==> config.mk <==
export PLATFORM = sky130hd
export DESIGN_NAME = smbc_top
export DESIGN_NICKNAME = d
export VERILOG_FILES = /design/src/design/smbc_top.v
export VERILOG_INCLUDE_DIRS = /design/src /design/src/design
export SDC_FILE = /design/constraint.sdc
export NUM_CORES = 1
export LEC_CHECK = 0
export ABC_AREA = 1
export BUFFER_PORTS_ARGS = -buffer_cell sky130_fd_sc_hd__buf_2
export CAP_MARGIN = 10
export CORE_MARGIN = 2
export CORE_UTILIZATION = 60
export CTS_BUF_LIST = sky130_fd_sc_hd__clkbuf_8
export DETAILED_ROUTE_END_ITERATION = 7
export GPL_ROUTABILITY_DRIVEN = 1
export PLACE_DENSITY = 0.92
export SLEW_MARGIN = 20
export SYNTH_ARGS = -nofsm -noshare
export SYNTH_HDL_FRONTEND = slang
export SYNTH_SLANG_ARGS = --single-unit
==> constraint.sdc <==
create_clock -name MCLK -period 4.1 [get_ports MCLK]
set_clock_uncertainty 0.1 [all_clocks]
set_input_delay 0.41 -clock MCLK [delete_from_list [all_inputs] [get_ports MCLK]]
set_output_delay 0.41 -clock MCLK [all_outputs]
set_load 0.05 [all_outputs]
==> src/design/smbc_regs.vh <==
// register layout and timing constants for the mode and burst configuration block
`ifndef SMBC_REGS_VH
`define SMBC_REGS_VH
`define SMBC_CFG_W        13
`define SMBC_BL_LSB       0
`define SMBC_BL_MSB       2
`define SMBC_ORDER_BIT    3
`define SMBC_LAT_LSB      4
`define SMBC_LAT_MSB      6
`define SMBC_OPM_LO_BIT   7
`define SMBC_OPM_HI_BIT   8
`define SMBC_WSINGLE_BIT  9
`define SMBC_BL_1         3'h0
`define SMBC_BL_2         3'h1
`define SMBC_BL_4         3'h2
`define SMBC_BL_8         3'h3
`define SMBC_BL_PAGE      3'h7
`define SMBC_LAT_2        3'h2
`define SMBC_LAT_3        3'h3
`define SMBC_CFG_RESET    13'h0020
`define SMBC_COL_W        11
`define SMBC_CMD_W        3
`define SMBC_CMD_NOP      3'h0
`define SMBC_CMD_LOAD     3'h1
`define SMBC_CMD_READ     3'h2
`define SMBC_CMD_WRITE    3'h3
`define SMBC_CMD_STOP     3'h4
`endif

==> src/design/smbc_top.v <==
// mode configuration register with burst column sequencing and read latency timing
`timescale 1ns/1ps
`include "smbc_regs.vh"

module smbc_top (
  input  wire                   MCLK,
  input  wire                   RST_N,
  input  wire [`SMBC_CMD_W-1:0] CMD,
  input  wire                   BANK_SEL_0,
  input  wire                   BANK_SEL_1,
  input  wire [12:0]            ADDR,
  input  wire [1:0]             ROW_SIZE,
  output reg  [`SMBC_CFG_W-1:0] CFG_OUT,
  output reg  [`SMBC_COL_W-1:0] COL_ADDR,
  output reg                    COL_VALID,
  output reg                    COL_IS_WRITE,
  output reg                    DQ_DRIVE,
  output reg                    DQ_VALID,
  output reg                    CFG_ILLEGAL
);

  localparam [2:0] ST_IDLE  = 3'b001;
  localparam [2:0] ST_BURST = 3'b010;
  localparam [2:0] ST_PAGE  = 3'b100;

  reg  [`SMBC_CFG_W-1:0] cfg_q;
  reg  [2:0]             state_q;
  reg  [2:0]             state_d;
  reg  [`SMBC_COL_W-1:0] base_q;
  reg  [`SMBC_COL_W-1:0] page_q;
  reg  [2:0]             start_q;
  reg  [2:0]             idx_q;
  reg  [2:0]             last_q;
  reg  [2:0]             mask_q;
  reg                    wr_q;
  reg  [3:0]             rd_pipe_q;
  reg  [`SMBC_COL_W-1:0] page_mask;
  reg  [2:0]             len_mask;
  reg  [2:0]             off;
  reg                    bl_ok;
  reg                    lat_ok;

  wire [2:0] bl_code  = cfg_q[`SMBC_BL_MSB:`SMBC_BL_LSB];
  wire [2:0] lat_code = cfg_q[`SMBC_LAT_MSB:`SMBC_LAT_LSB];
  wire       order_il = cfg_q[`SMBC_ORDER_BIT];
  wire       wsingle  = cfg_q[`SMBC_WSINGLE_BIT];
  wire       is_load  = (CMD == `SMBC_CMD_LOAD) && !BANK_SEL_0 && !BANK_SEL_1;
  wire       is_rd    = (CMD == `SMBC_CMD_READ);
  wire       is_wr    = (CMD == `SMBC_CMD_WRITE);
  wire       start    = is_rd || is_wr;
  wire       single   = is_wr && wsingle;
  wire       lat3     = (lat_code == `SMBC_LAT_3);

  // row width set by device organisation: 2048, 1024 or 512 columns
  always @* begin
    case (ROW_SIZE)
      2'h0:    page_mask = 11'h7ff;
      2'h1:    page_mask = 11'h3ff;
      default: page_mask = 11'h1ff;
    endcase
  end

  always @* begin
    case (bl_code)
      `SMBC_BL_2: len_mask = 3'h1;
      `SMBC_BL_4: len_mask = 3'h3;
      `SMBC_BL_8: len_mask = 3'h7;
      default:    len_mask = 3'h0;
    endcase
  end

  // interleave is xor of start and index; sequential is their masked sum
  always @* begin
    if (order_il)
      off = (start_q ^ idx_q) & mask_q;
    else
      off = (start_q + idx_q) & mask_q;
  end

  // reserved length and latency codes are stored as given but flagged
  always @* begin
    case (ADDR[2:0])
      `SMBC_BL_1:    bl_ok = 1'b1;
      `SMBC_BL_2:    bl_ok = 1'b1;
      `SMBC_BL_4:    bl_ok = 1'b1;
      `SMBC_BL_8:    bl_ok = 1'b1;
      `SMBC_BL_PAGE: bl_ok = !ADDR[3];
      default:       bl_ok = 1'b0;
    endcase
  end

  always @* begin
    case (ADDR[6:4])
      `SMBC_LAT_2: lat_ok = 1'b1;
      `SMBC_LAT_3: lat_ok = 1'b1;
      default:     lat_ok = 1'b0;
    endcase
  end

  always @* begin
    state_d = state_q;
    case (state_q)
      ST_IDLE:  state_d = ST_IDLE;
      ST_BURST: begin
        if (CMD == `SMBC_CMD_STOP || idx_q == last_q)
          state_d = ST_IDLE;
      end
      ST_PAGE: begin
        if (CMD == `SMBC_CMD_STOP)
          state_d = ST_IDLE;
      end
      default:  state_d = ST_IDLE;
    endcase
    // a new read or write outranks the end of a running burst in the same cycle
    if (start && !single && bl_code == `SMBC_BL_PAGE)
      state_d = ST_PAGE;
    else if (start && !single && len_mask != 3'h0)
      state_d = ST_BURST;
    else if (start)
      state_d = ST_IDLE;
  end

  // only a load touches the register; it holds otherwise
  always @(posedge MCLK or negedge RST_N) begin
    if (!RST_N) begin
      cfg_q       <= `SMBC_CFG_RESET;
      CFG_OUT     <= `SMBC_CFG_RESET;
      CFG_ILLEGAL <= 1'b0;
    end else begin
      if (is_load) begin
        cfg_q       <= {1'b0, ADDR[11:0]};
        CFG_ILLEGAL <= ADDR[8] | ADDR[7] | ADDR[12] | !bl_ok | !lat_ok;
      end
      CFG_OUT <= cfg_q;
    end
  end

  always @(posedge MCLK or negedge RST_N) begin
    if (!RST_N) begin
      state_q      <= ST_IDLE;
      base_q       <= 11'h000;
      page_q       <= 11'h000;
      start_q      <= 3'h0;
      idx_q        <= 3'h0;
      last_q       <= 3'h0;
      mask_q       <= 3'h0;
      wr_q         <= 1'b0;
      COL_ADDR     <= 11'h000;
      COL_VALID    <= 1'b0;
      COL_IS_WRITE <= 1'b0;
    end else begin
      state_q   <= state_d;
      COL_VALID <= 1'b0;
      if (start) begin
        COL_VALID    <= 1'b1;
        COL_IS_WRITE <= is_wr;
        wr_q         <= is_wr;
        idx_q        <= 3'h1;
        page_q       <= (ADDR[10:0] + 11'h001) & page_mask;
        // single-column access uses the column bits within the row width set by page_mask
        if (single || len_mask == 3'h0 || bl_code == `SMBC_BL_PAGE) begin
          COL_ADDR <= ADDR[10:0] & page_mask;
        end else begin
          base_q   <= ADDR[10:0] & ~{8'h00, len_mask};
          start_q  <= ADDR[2:0] & len_mask;
          mask_q   <= len_mask;
          last_q   <= len_mask;
          COL_ADDR <= ADDR[10:0] & page_mask;
        end
      end else if (state_q == ST_BURST && CMD != `SMBC_CMD_STOP) begin
        COL_VALID    <= 1'b1;
        COL_IS_WRITE <= wr_q;
        COL_ADDR     <= (base_q | {8'h00, off}) & page_mask;
        idx_q        <= idx_q + 3'h1;
      end else if (state_q == ST_PAGE && state_d == ST_PAGE) begin
        // page counter advances while the page burst runs; every read or write start also reloads it
        COL_VALID    <= 1'b1;
        COL_IS_WRITE <= wr_q;
        COL_ADDR     <= page_q;
        page_q       <= (page_q + 11'h001) & page_mask;
      end
    end
  end

  // read column issue shifted by latency; drive one edge before valid
  // latency comes from the stored code, so a load mid-burst retimes reads
  always @(posedge MCLK or negedge RST_N) begin
    if (!RST_N) begin
      rd_pipe_q <= 4'h0;
      DQ_DRIVE  <= 1'b0;
      DQ_VALID  <= 1'b0;
    end else begin
      rd_pipe_q <= {rd_pipe_q[2:0], COL_VALID & !COL_IS_WRITE};
      DQ_DRIVE  <= lat3 ? rd_pipe_q[0] : (COL_VALID & !COL_IS_WRITE);
      DQ_VALID  <= lat3 ? rd_pipe_q[1] : rd_pipe_q[0];
    end
  end

endmodule // smbc_top

After elaboration in Yosys (flattened, before gate mapping)
Index checks and enable logic that the tools add are counted.
{"block": "op_classes", "add_sub_neg": 4, "eq_ne": 22, "mux": 27, "bitwise_logic": 17, "n_reduce_logical": 30}
{"op": "$mux 11", "count": 6}
{"op": "$and 11x11->11", "count": 5}
{"op": "$eq 3x2->1 const B", "count": 10}
{"op": "$mux 3", "count": 8}
{"op": "$add 11x1->11 const B", "count": 2}
{"op": "$pmux 11 s2", "count": 1}
{"op": "$eq 3x3->1 const B", "count": 5}
{"op": "$not 3->11", "count": 1}
{"op": "$or 11x3->11", "count": 1}
{"op": "$and 3x3->3", "count": 3}
{"op": "$eq 3x1->1 const B", "count": 3}
{"op": "$mux 1", "count": 9}
{"op": "$pmux 3 s3", "count": 1}
{"op": "$logic_and 1x1->1", "count": 8}
{"op": "$logic_not 1->1", "count": 7}
{"op": "$logic_not 3->1", "count": 2}
{"op": "$pmux 3 s2", "count": 1}
{"op": "$reduce_bool 3->1", "count": 2}
{"op": "$logic_or 1x1->1", "count": 4}
{"op": "$or 1x1->1", "count": 4}
{"op": "$reduce_and 2->1", "count": 2}
{"op": "$reduce_bool 2->1", "count": 2}
{"op": "$reduce_or 4->1", "count": 1}
{"op": "$add 3x1->3 const B", "count": 1}
{"op": "other kinds (11)", "count": 11}
{"block": "totals", "reg_bits": 77, "inputBits": 22, "output_inout_bits": 29, "word_cells": 116}

Logic depth before layout (Yosys ltp)
{"block": "logic_depth", "word_depth": 12, "depth_mapped": 13}

Worst setup path before layout
No wires, ideal clock.
{"block": "synth_path", "kind": "input to register", "from": "input port CMD[1]", "to": "register page_q[8]", "setup_time_ps": 118, "t_arrival_ps": 1759, "setup_slack_ps": 2123, "path_stages": 11, "path_cell_list": "buf_4 -> nand2_8 -> buf_12 -> a21oi_2 -> inv_1 -> ha_1 -> nand2_1 -> nor2_8 -> a21oi_1 -> nand3b_1 -> nand2_1"}
{"block": "synth_between", "elab_chain_cells": 11}
{"element": "start, declared", "line": "smbc_top.v:8", "text": "input wire [`SMBC_CMD_W-1:0] CMD,"}
{"element": "$eq 3x3->1 (no source line) or $eq 3x2->1 (tied branches)"}
{"element": "$logic_or 1x1->1 or $logic_and 1x1->1 (tied branches)", "line": "smbc_top.v:105, smbc_top.v:51"}
{"element": "$mux 3 or $logic_not 1->1 (tied branches)", "line": "smbc_top.v:105, smbc_top.v:115, smbc_top.v:117"}
{"element": "$pmux 3 s2 or $logic_and 1x1->1 (tied branches)", "line": "smbc_top.v:102, smbc_top.v:115, smbc_top.v:117"}
{"element": "$mux 3 or $logic_and 1x1->1 (tied branches)", "line": "smbc_top.v:119, smbc_top.v:117"}
{"element": "$mux 3", "line": "smbc_top.v:117", "text": "else if (start && !single && len_mask != 3'h0)"}
{"element": "$mux 3", "line": "smbc_top.v:115", "text": "if (start && !single && bl_code == `SMBC_BL_PAGE)"}
{"element": "$eq 3x3->1", "line": "smbc_top.v:175", "text": "end else if (state_q == ST_PAGE && state_d == ST_PAGE) begin"}
{"element": "$logic_and 1x1->1", "line": "smbc_top.v:175"}
{"element": "$reduce_bool 2->1 (no source line)"}
{"element": "$reduce_and 2->1 (no source line)"}
{"element": "end signal, assigned", "line": "smbc_top.v:159", "text": "page_q <= (ADDR[10:0] + 11'h001) & page_mask;"}
{"element": "end signal, assigned", "line": "smbc_top.v:180", "text": "page_q <= (page_q + 11'h001) & page_mask;"}
{"element": "end, declared", "line": "smbc_top.v:30", "text": "reg [`SMBC_COL_W-1:0] page_q;"}
Several ways; a longest one is shown, not always the timed one.
A chain may end at the register's enable or synchronous reset.

Worst setup path in the final report
{"block": "layout_path", "from": "register idx_q[0]", "to": "register COL_ADDR[1]"}
{"block": "layout_between", "elab_chain_cells": 10}
{"element": "start, declared", "line": "smbc_top.v:32", "text": "reg [2:0] idx_q;"}
{"element": "start signal, assigned", "line": "smbc_top.v:174", "text": "idx_q <= idx_q + 3'h1;"}
{"element": "$eq 3x3->1", "line": "smbc_top.v:105", "text": "if (CMD == `SMBC_CMD_STOP || idx_q == last_q)"}
{"element": "$logic_or 1x1->1", "line": "smbc_top.v:105"}
{"element": "$mux 3", "line": "smbc_top.v:105"}
{"element": "$pmux 3 s2", "line": "smbc_top.v:102", "text": "case (state_q)"}
{"element": "$mux 3", "line": "smbc_top.v:119", "text": "else if (start)"}
{"element": "$mux 3", "line": "smbc_top.v:117"}
{"element": "$mux 3", "line": "smbc_top.v:115"}
{"element": "$eq 3x3->1", "line": "smbc_top.v:175"}
{"element": "$logic_and 1x1->1", "line": "smbc_top.v:175"}
{"element": "$reduce_bool 3->1 (no source line)"}
{"element": "end signal, assigned", "line": "smbc_top.v:168", "text": "COL_ADDR <= ADDR[10:0] & page_mask;"}
{"element": "end signal, assigned", "line": "smbc_top.v:173", "text": "COL_ADDR <= (base_q | {8'h00, off}) & page_mask;"}
{"element": "end signal, assigned", "line": "smbc_top.v:179", "text": "COL_ADDR <= page_q;"}
{"element": "end, declared", "line": "smbc_top.v:14", "text": "output reg [`SMBC_COL_W-1:0] COL_ADDR,"}
Several ways; a longest one is shown, not always the timed one.

==> flow_summary.ini <==
[status]
status = complete, no violations

[clock_tree]
htreeDepth = 3
root_buffer = clkbuf_8
numCtsBuffers = 9
clock_latency_ns = 0.36
clock_path_buffers = 2
clk_pin_slew_worst_paths_ns = 0.09
cts_tree = built
cts.sink_count = 77

[power]
ir_drop_v = 0.000313
power.density_mw_per_mm2 = 542
leakagePower_nw = 2.13
p_total_mw = 2.23

[placement]
placed_cells = 528
place_hpwl_microns = 6310
portBuffers = 49
placed_area_sq_mm = 0.00392
gp_congestion = 0.887

[synth]
synth_area_sq_mm = 0.00366
synth_seq_area_share = 0.527
syn_inst = 415
synth-seq-cells = 77
ys_warn_count = 0
syn_area_per_cell_sq_um = 8.83
syn_nets = 442
ys_types = 42

[die]
die_y_microns = 82.2
start_util = 0.619
ioPinCount = 51
dieArea_sq_mm = 0.00675
core_area_sq_mm = 0.00592
die_w_microns = 82.2
rows = 28

[route]
vias_per_cell = 5.70
dr.pass1.iters = 5
drc = 0
routedWlPerCell_microns = 15.6
vias = 3105
drtAntennaViolNets = 0
first_iter_violations = 282
wirelength_microns = 8520

[global_route]
grt_pass1_vias = 2915
grt_usage = 0.276
grt_max_degree = 48
use_met1 = 0.360
grtUsageMet2 = 0.442
grt-ovfl-total = 0
grt_busiest_layer = met2
use_met3 = 0.0522
grt_pass1_wl_microns = 13800
antenna_found_initial = 0

[sta]
slew_headroom = 0.534
fin_tns_setup_ns = 0
setup_violations = 0
period_needed_ns = 2.03
hold_viol_final = 0
slew_violations = 0
fmax_mhz = 492
tightest_slew_ns = 0.698
fin_crit_sh = 0.496
rsz0062_at_grt = false

[min_path]
holdPathStages = 3
hp-class = in -> reg

[worst_setup_path]
worst-endpoint-required_ns = 4.31
critPathArrivalTime_ns = 2.24
regToRegSetupSlack_ns = 2.07
path_class = reg -> reg
reg2reg_depth = 10
crit_path_start_kind = register
cp-end-kind = register
cp_max_fo = 5

[layout]
n_antenna_cell = 0
seq_area_sq_mm = 0.00193
area_growth_pct = 12.2
fillers = 430
nets = 492
multi_input_area_sq_mm = 0.00150
drive_gt1_frac = 0.232
fin_cells = 545
fin_util = 0.694
fin_area_sq_mm = 0.00411

[flow_run]
cap_violations = 0
layout make-up:
cell class                      count  area share
Clock buffer                        9      0.0301
Clock inverter                      7      0.0134
Inverter                           37      0.0344
Multi-Input combinational cell    289       0.365
Sequential cell                    77       0.470
Tap cell                           75      0.0228
Timing Repair Buffer               51      0.0645
worst max-delay path, stage by stage (launching register included):
cell and delay, ns:
dfrtp_1 0.44, ha_1 0.22, inv_1 0.07, fa_1 0.40, nand2_1 0.08, o21ai_0 0.07, o21ai_0 0.24, nand2_1 0.08
o211ai_1 0.13, nand2_1 0.09, nand2_1 0.07
sequential cells by signal (all words and copies together) (netlist names):
name / flops
CFG_ILLEGAL: 1
CFG_OUT: 12
COL_ADDR: 11
COL_IS_WRITE: 1
COL_VALID: 1
DQ_DRIVE: 1
DQ_VALID: 1
base_q: 11
cfg_q: 12
idx_q: 3
mask_q: 3
page_q: 11
rd_pipe_q: 2
start_q: 3
state_q: 3
wr_q: 1
Yosys cell counts:
library cell,n,share of area
nor4_1,1,0.0017
o211ai_1,7,0.014
inv_2,4,0.0041
o31ai_1,1,0.0020
nor2_4,4,0.012
o21ai_0,24,0.033
inv_1,32,0.033
o21bai_2,1,0.0031
nand2_1,134,0.14
nand2_8,1,0.0055
or2_2,1,0.0017
nand3_1,26,0.036
nor2_8,1,0.0055
o22ai_1,1,0.0017
inv_4,1,0.0017
a21oi_1,7,0.0096
o21a_1,1,0.0020
nand2_2,14,0.024
clkbuf_1,2,0.0020
nand2_4,4,0.012
buf_2,3,0.0041
a31oi_1,2,0.0034
buf_6,1,0.0031
conb_1,1,0.0010
xnor2_1,2,0.0048
nor2_1,19,0.019
nand4_1,5,0.0085
nand3b_1,3,0.0061
nor2_2,3,0.0051
dfrtp_1,74,0.51
xor2_1,4,0.0096
ha_1,4,0.014
buf_12,1,0.0055
mux2_2,2,0.0061
a21oi_2,3,0.0072
buf_4,5,0.010
fa_1,1,0.0055
nor3_1,3,0.0041
dfstp_2,3,0.022
nand3_2,1,0.0027
and2_1,1,0.0017
o21ai_1,7,0.0096
routing by layer:
metal | up-vias | routed length (microns)
li1 | 1424 | -
met1 | 1483 | 3440
met2 | 172 | 4140
met3 | 26 | 704
met4 | 0 | 241
met5 | - | 0
power by group:
part,switching (mW),leakage (nW),internal (mW)
Combinational,0.473,1.07,0.185
Clock,0.300,0.0870,0.227
Sequential,0.106,0.965,0.937
what timing repair did:
item,4_1_cts,5_1_grt
buffers inserted,0,0
gates resized for setup,0,0
endpoints found under the hold margin,0,2
hold buffers,0,1
per-stage QoR:
step / setup WS (ns) / hold WS, ns
after floorplan: 2.12 / 0.0144
after global placement: 1.87 / 0.258
final: 2.07 / 0.171
after detailed placement: 1.73 / 0.265
after global routing: 1.87 / 0.165
after CTS: 2.09 / 0.171
final timing paths:
path,from,end
min,ADDR[11],cfg_q[11]
min reg2reg,cfg_q[7],CFG_OUT[7]
max,idx_q[0],COL_ADDR[1]
max in group asynchronous,RST_N,CFG_OUT[5]
min in group asynchronous,RST_N,cfg_q[3]
max reg2reg,idx_q[0],COL_ADDR[1]
layout by cell type, fill, tap and decap left out, types with 3 or more instances in the layout:
| cell | synthesis | layout |
|---|---|---|
| a21oi_1 | 7 | 7 |
| a21oi_2 | 3 | 3 |
| buf_2 | 3 | 48 |
| clkbuf_8 | 0 | 9 |
| dfrtp_1 | 74 | 74 |
| dfstp_2 | 3 | 3 |
| ha_1 | 4 | 4 |
| inv_1 | 32 | 32 |
| inv_2 | 4 | 4 |
| inv_6 | 0 | 4 |
| nand2_1 | 134 | 134 |
| nand2_2 | 14 | 14 |
| nand2_4 | 4 | 4 |
| nand3_1 | 26 | 26 |
| nand3b_1 | 3 | 3 |
| nand4_1 | 5 | 5 |
| nor2_1 | 19 | 19 |
| nor2_2 | 3 | 3 |
| nor2_4 | 4 | 4 |
| nor3_1 | 3 | 3 |
| o211ai_1 | 7 | 7 |
| o21ai_0 | 24 | 24 |
| o21ai_1 | 7 | 7 |
| xor2_1 | 4 | 4 |
cell families after synthesis:
logic type | after synthesis | share of synthesized area
flip-flops | 77 | 0.527
adder cells (fa/ha/maj) | 5 | 0.0191
AO/OA/AOI/OAI | 54 | 0.0857
multiplexers | 2 | 0.00615
buffers and inverters | 49 | 0.0635
AND/OR/NAND/NOR | 221 | 0.283
XOR/XNOR | 6 | 0.0143
other | 1 | 0.00102
Power figures use the tool's default switching activity.
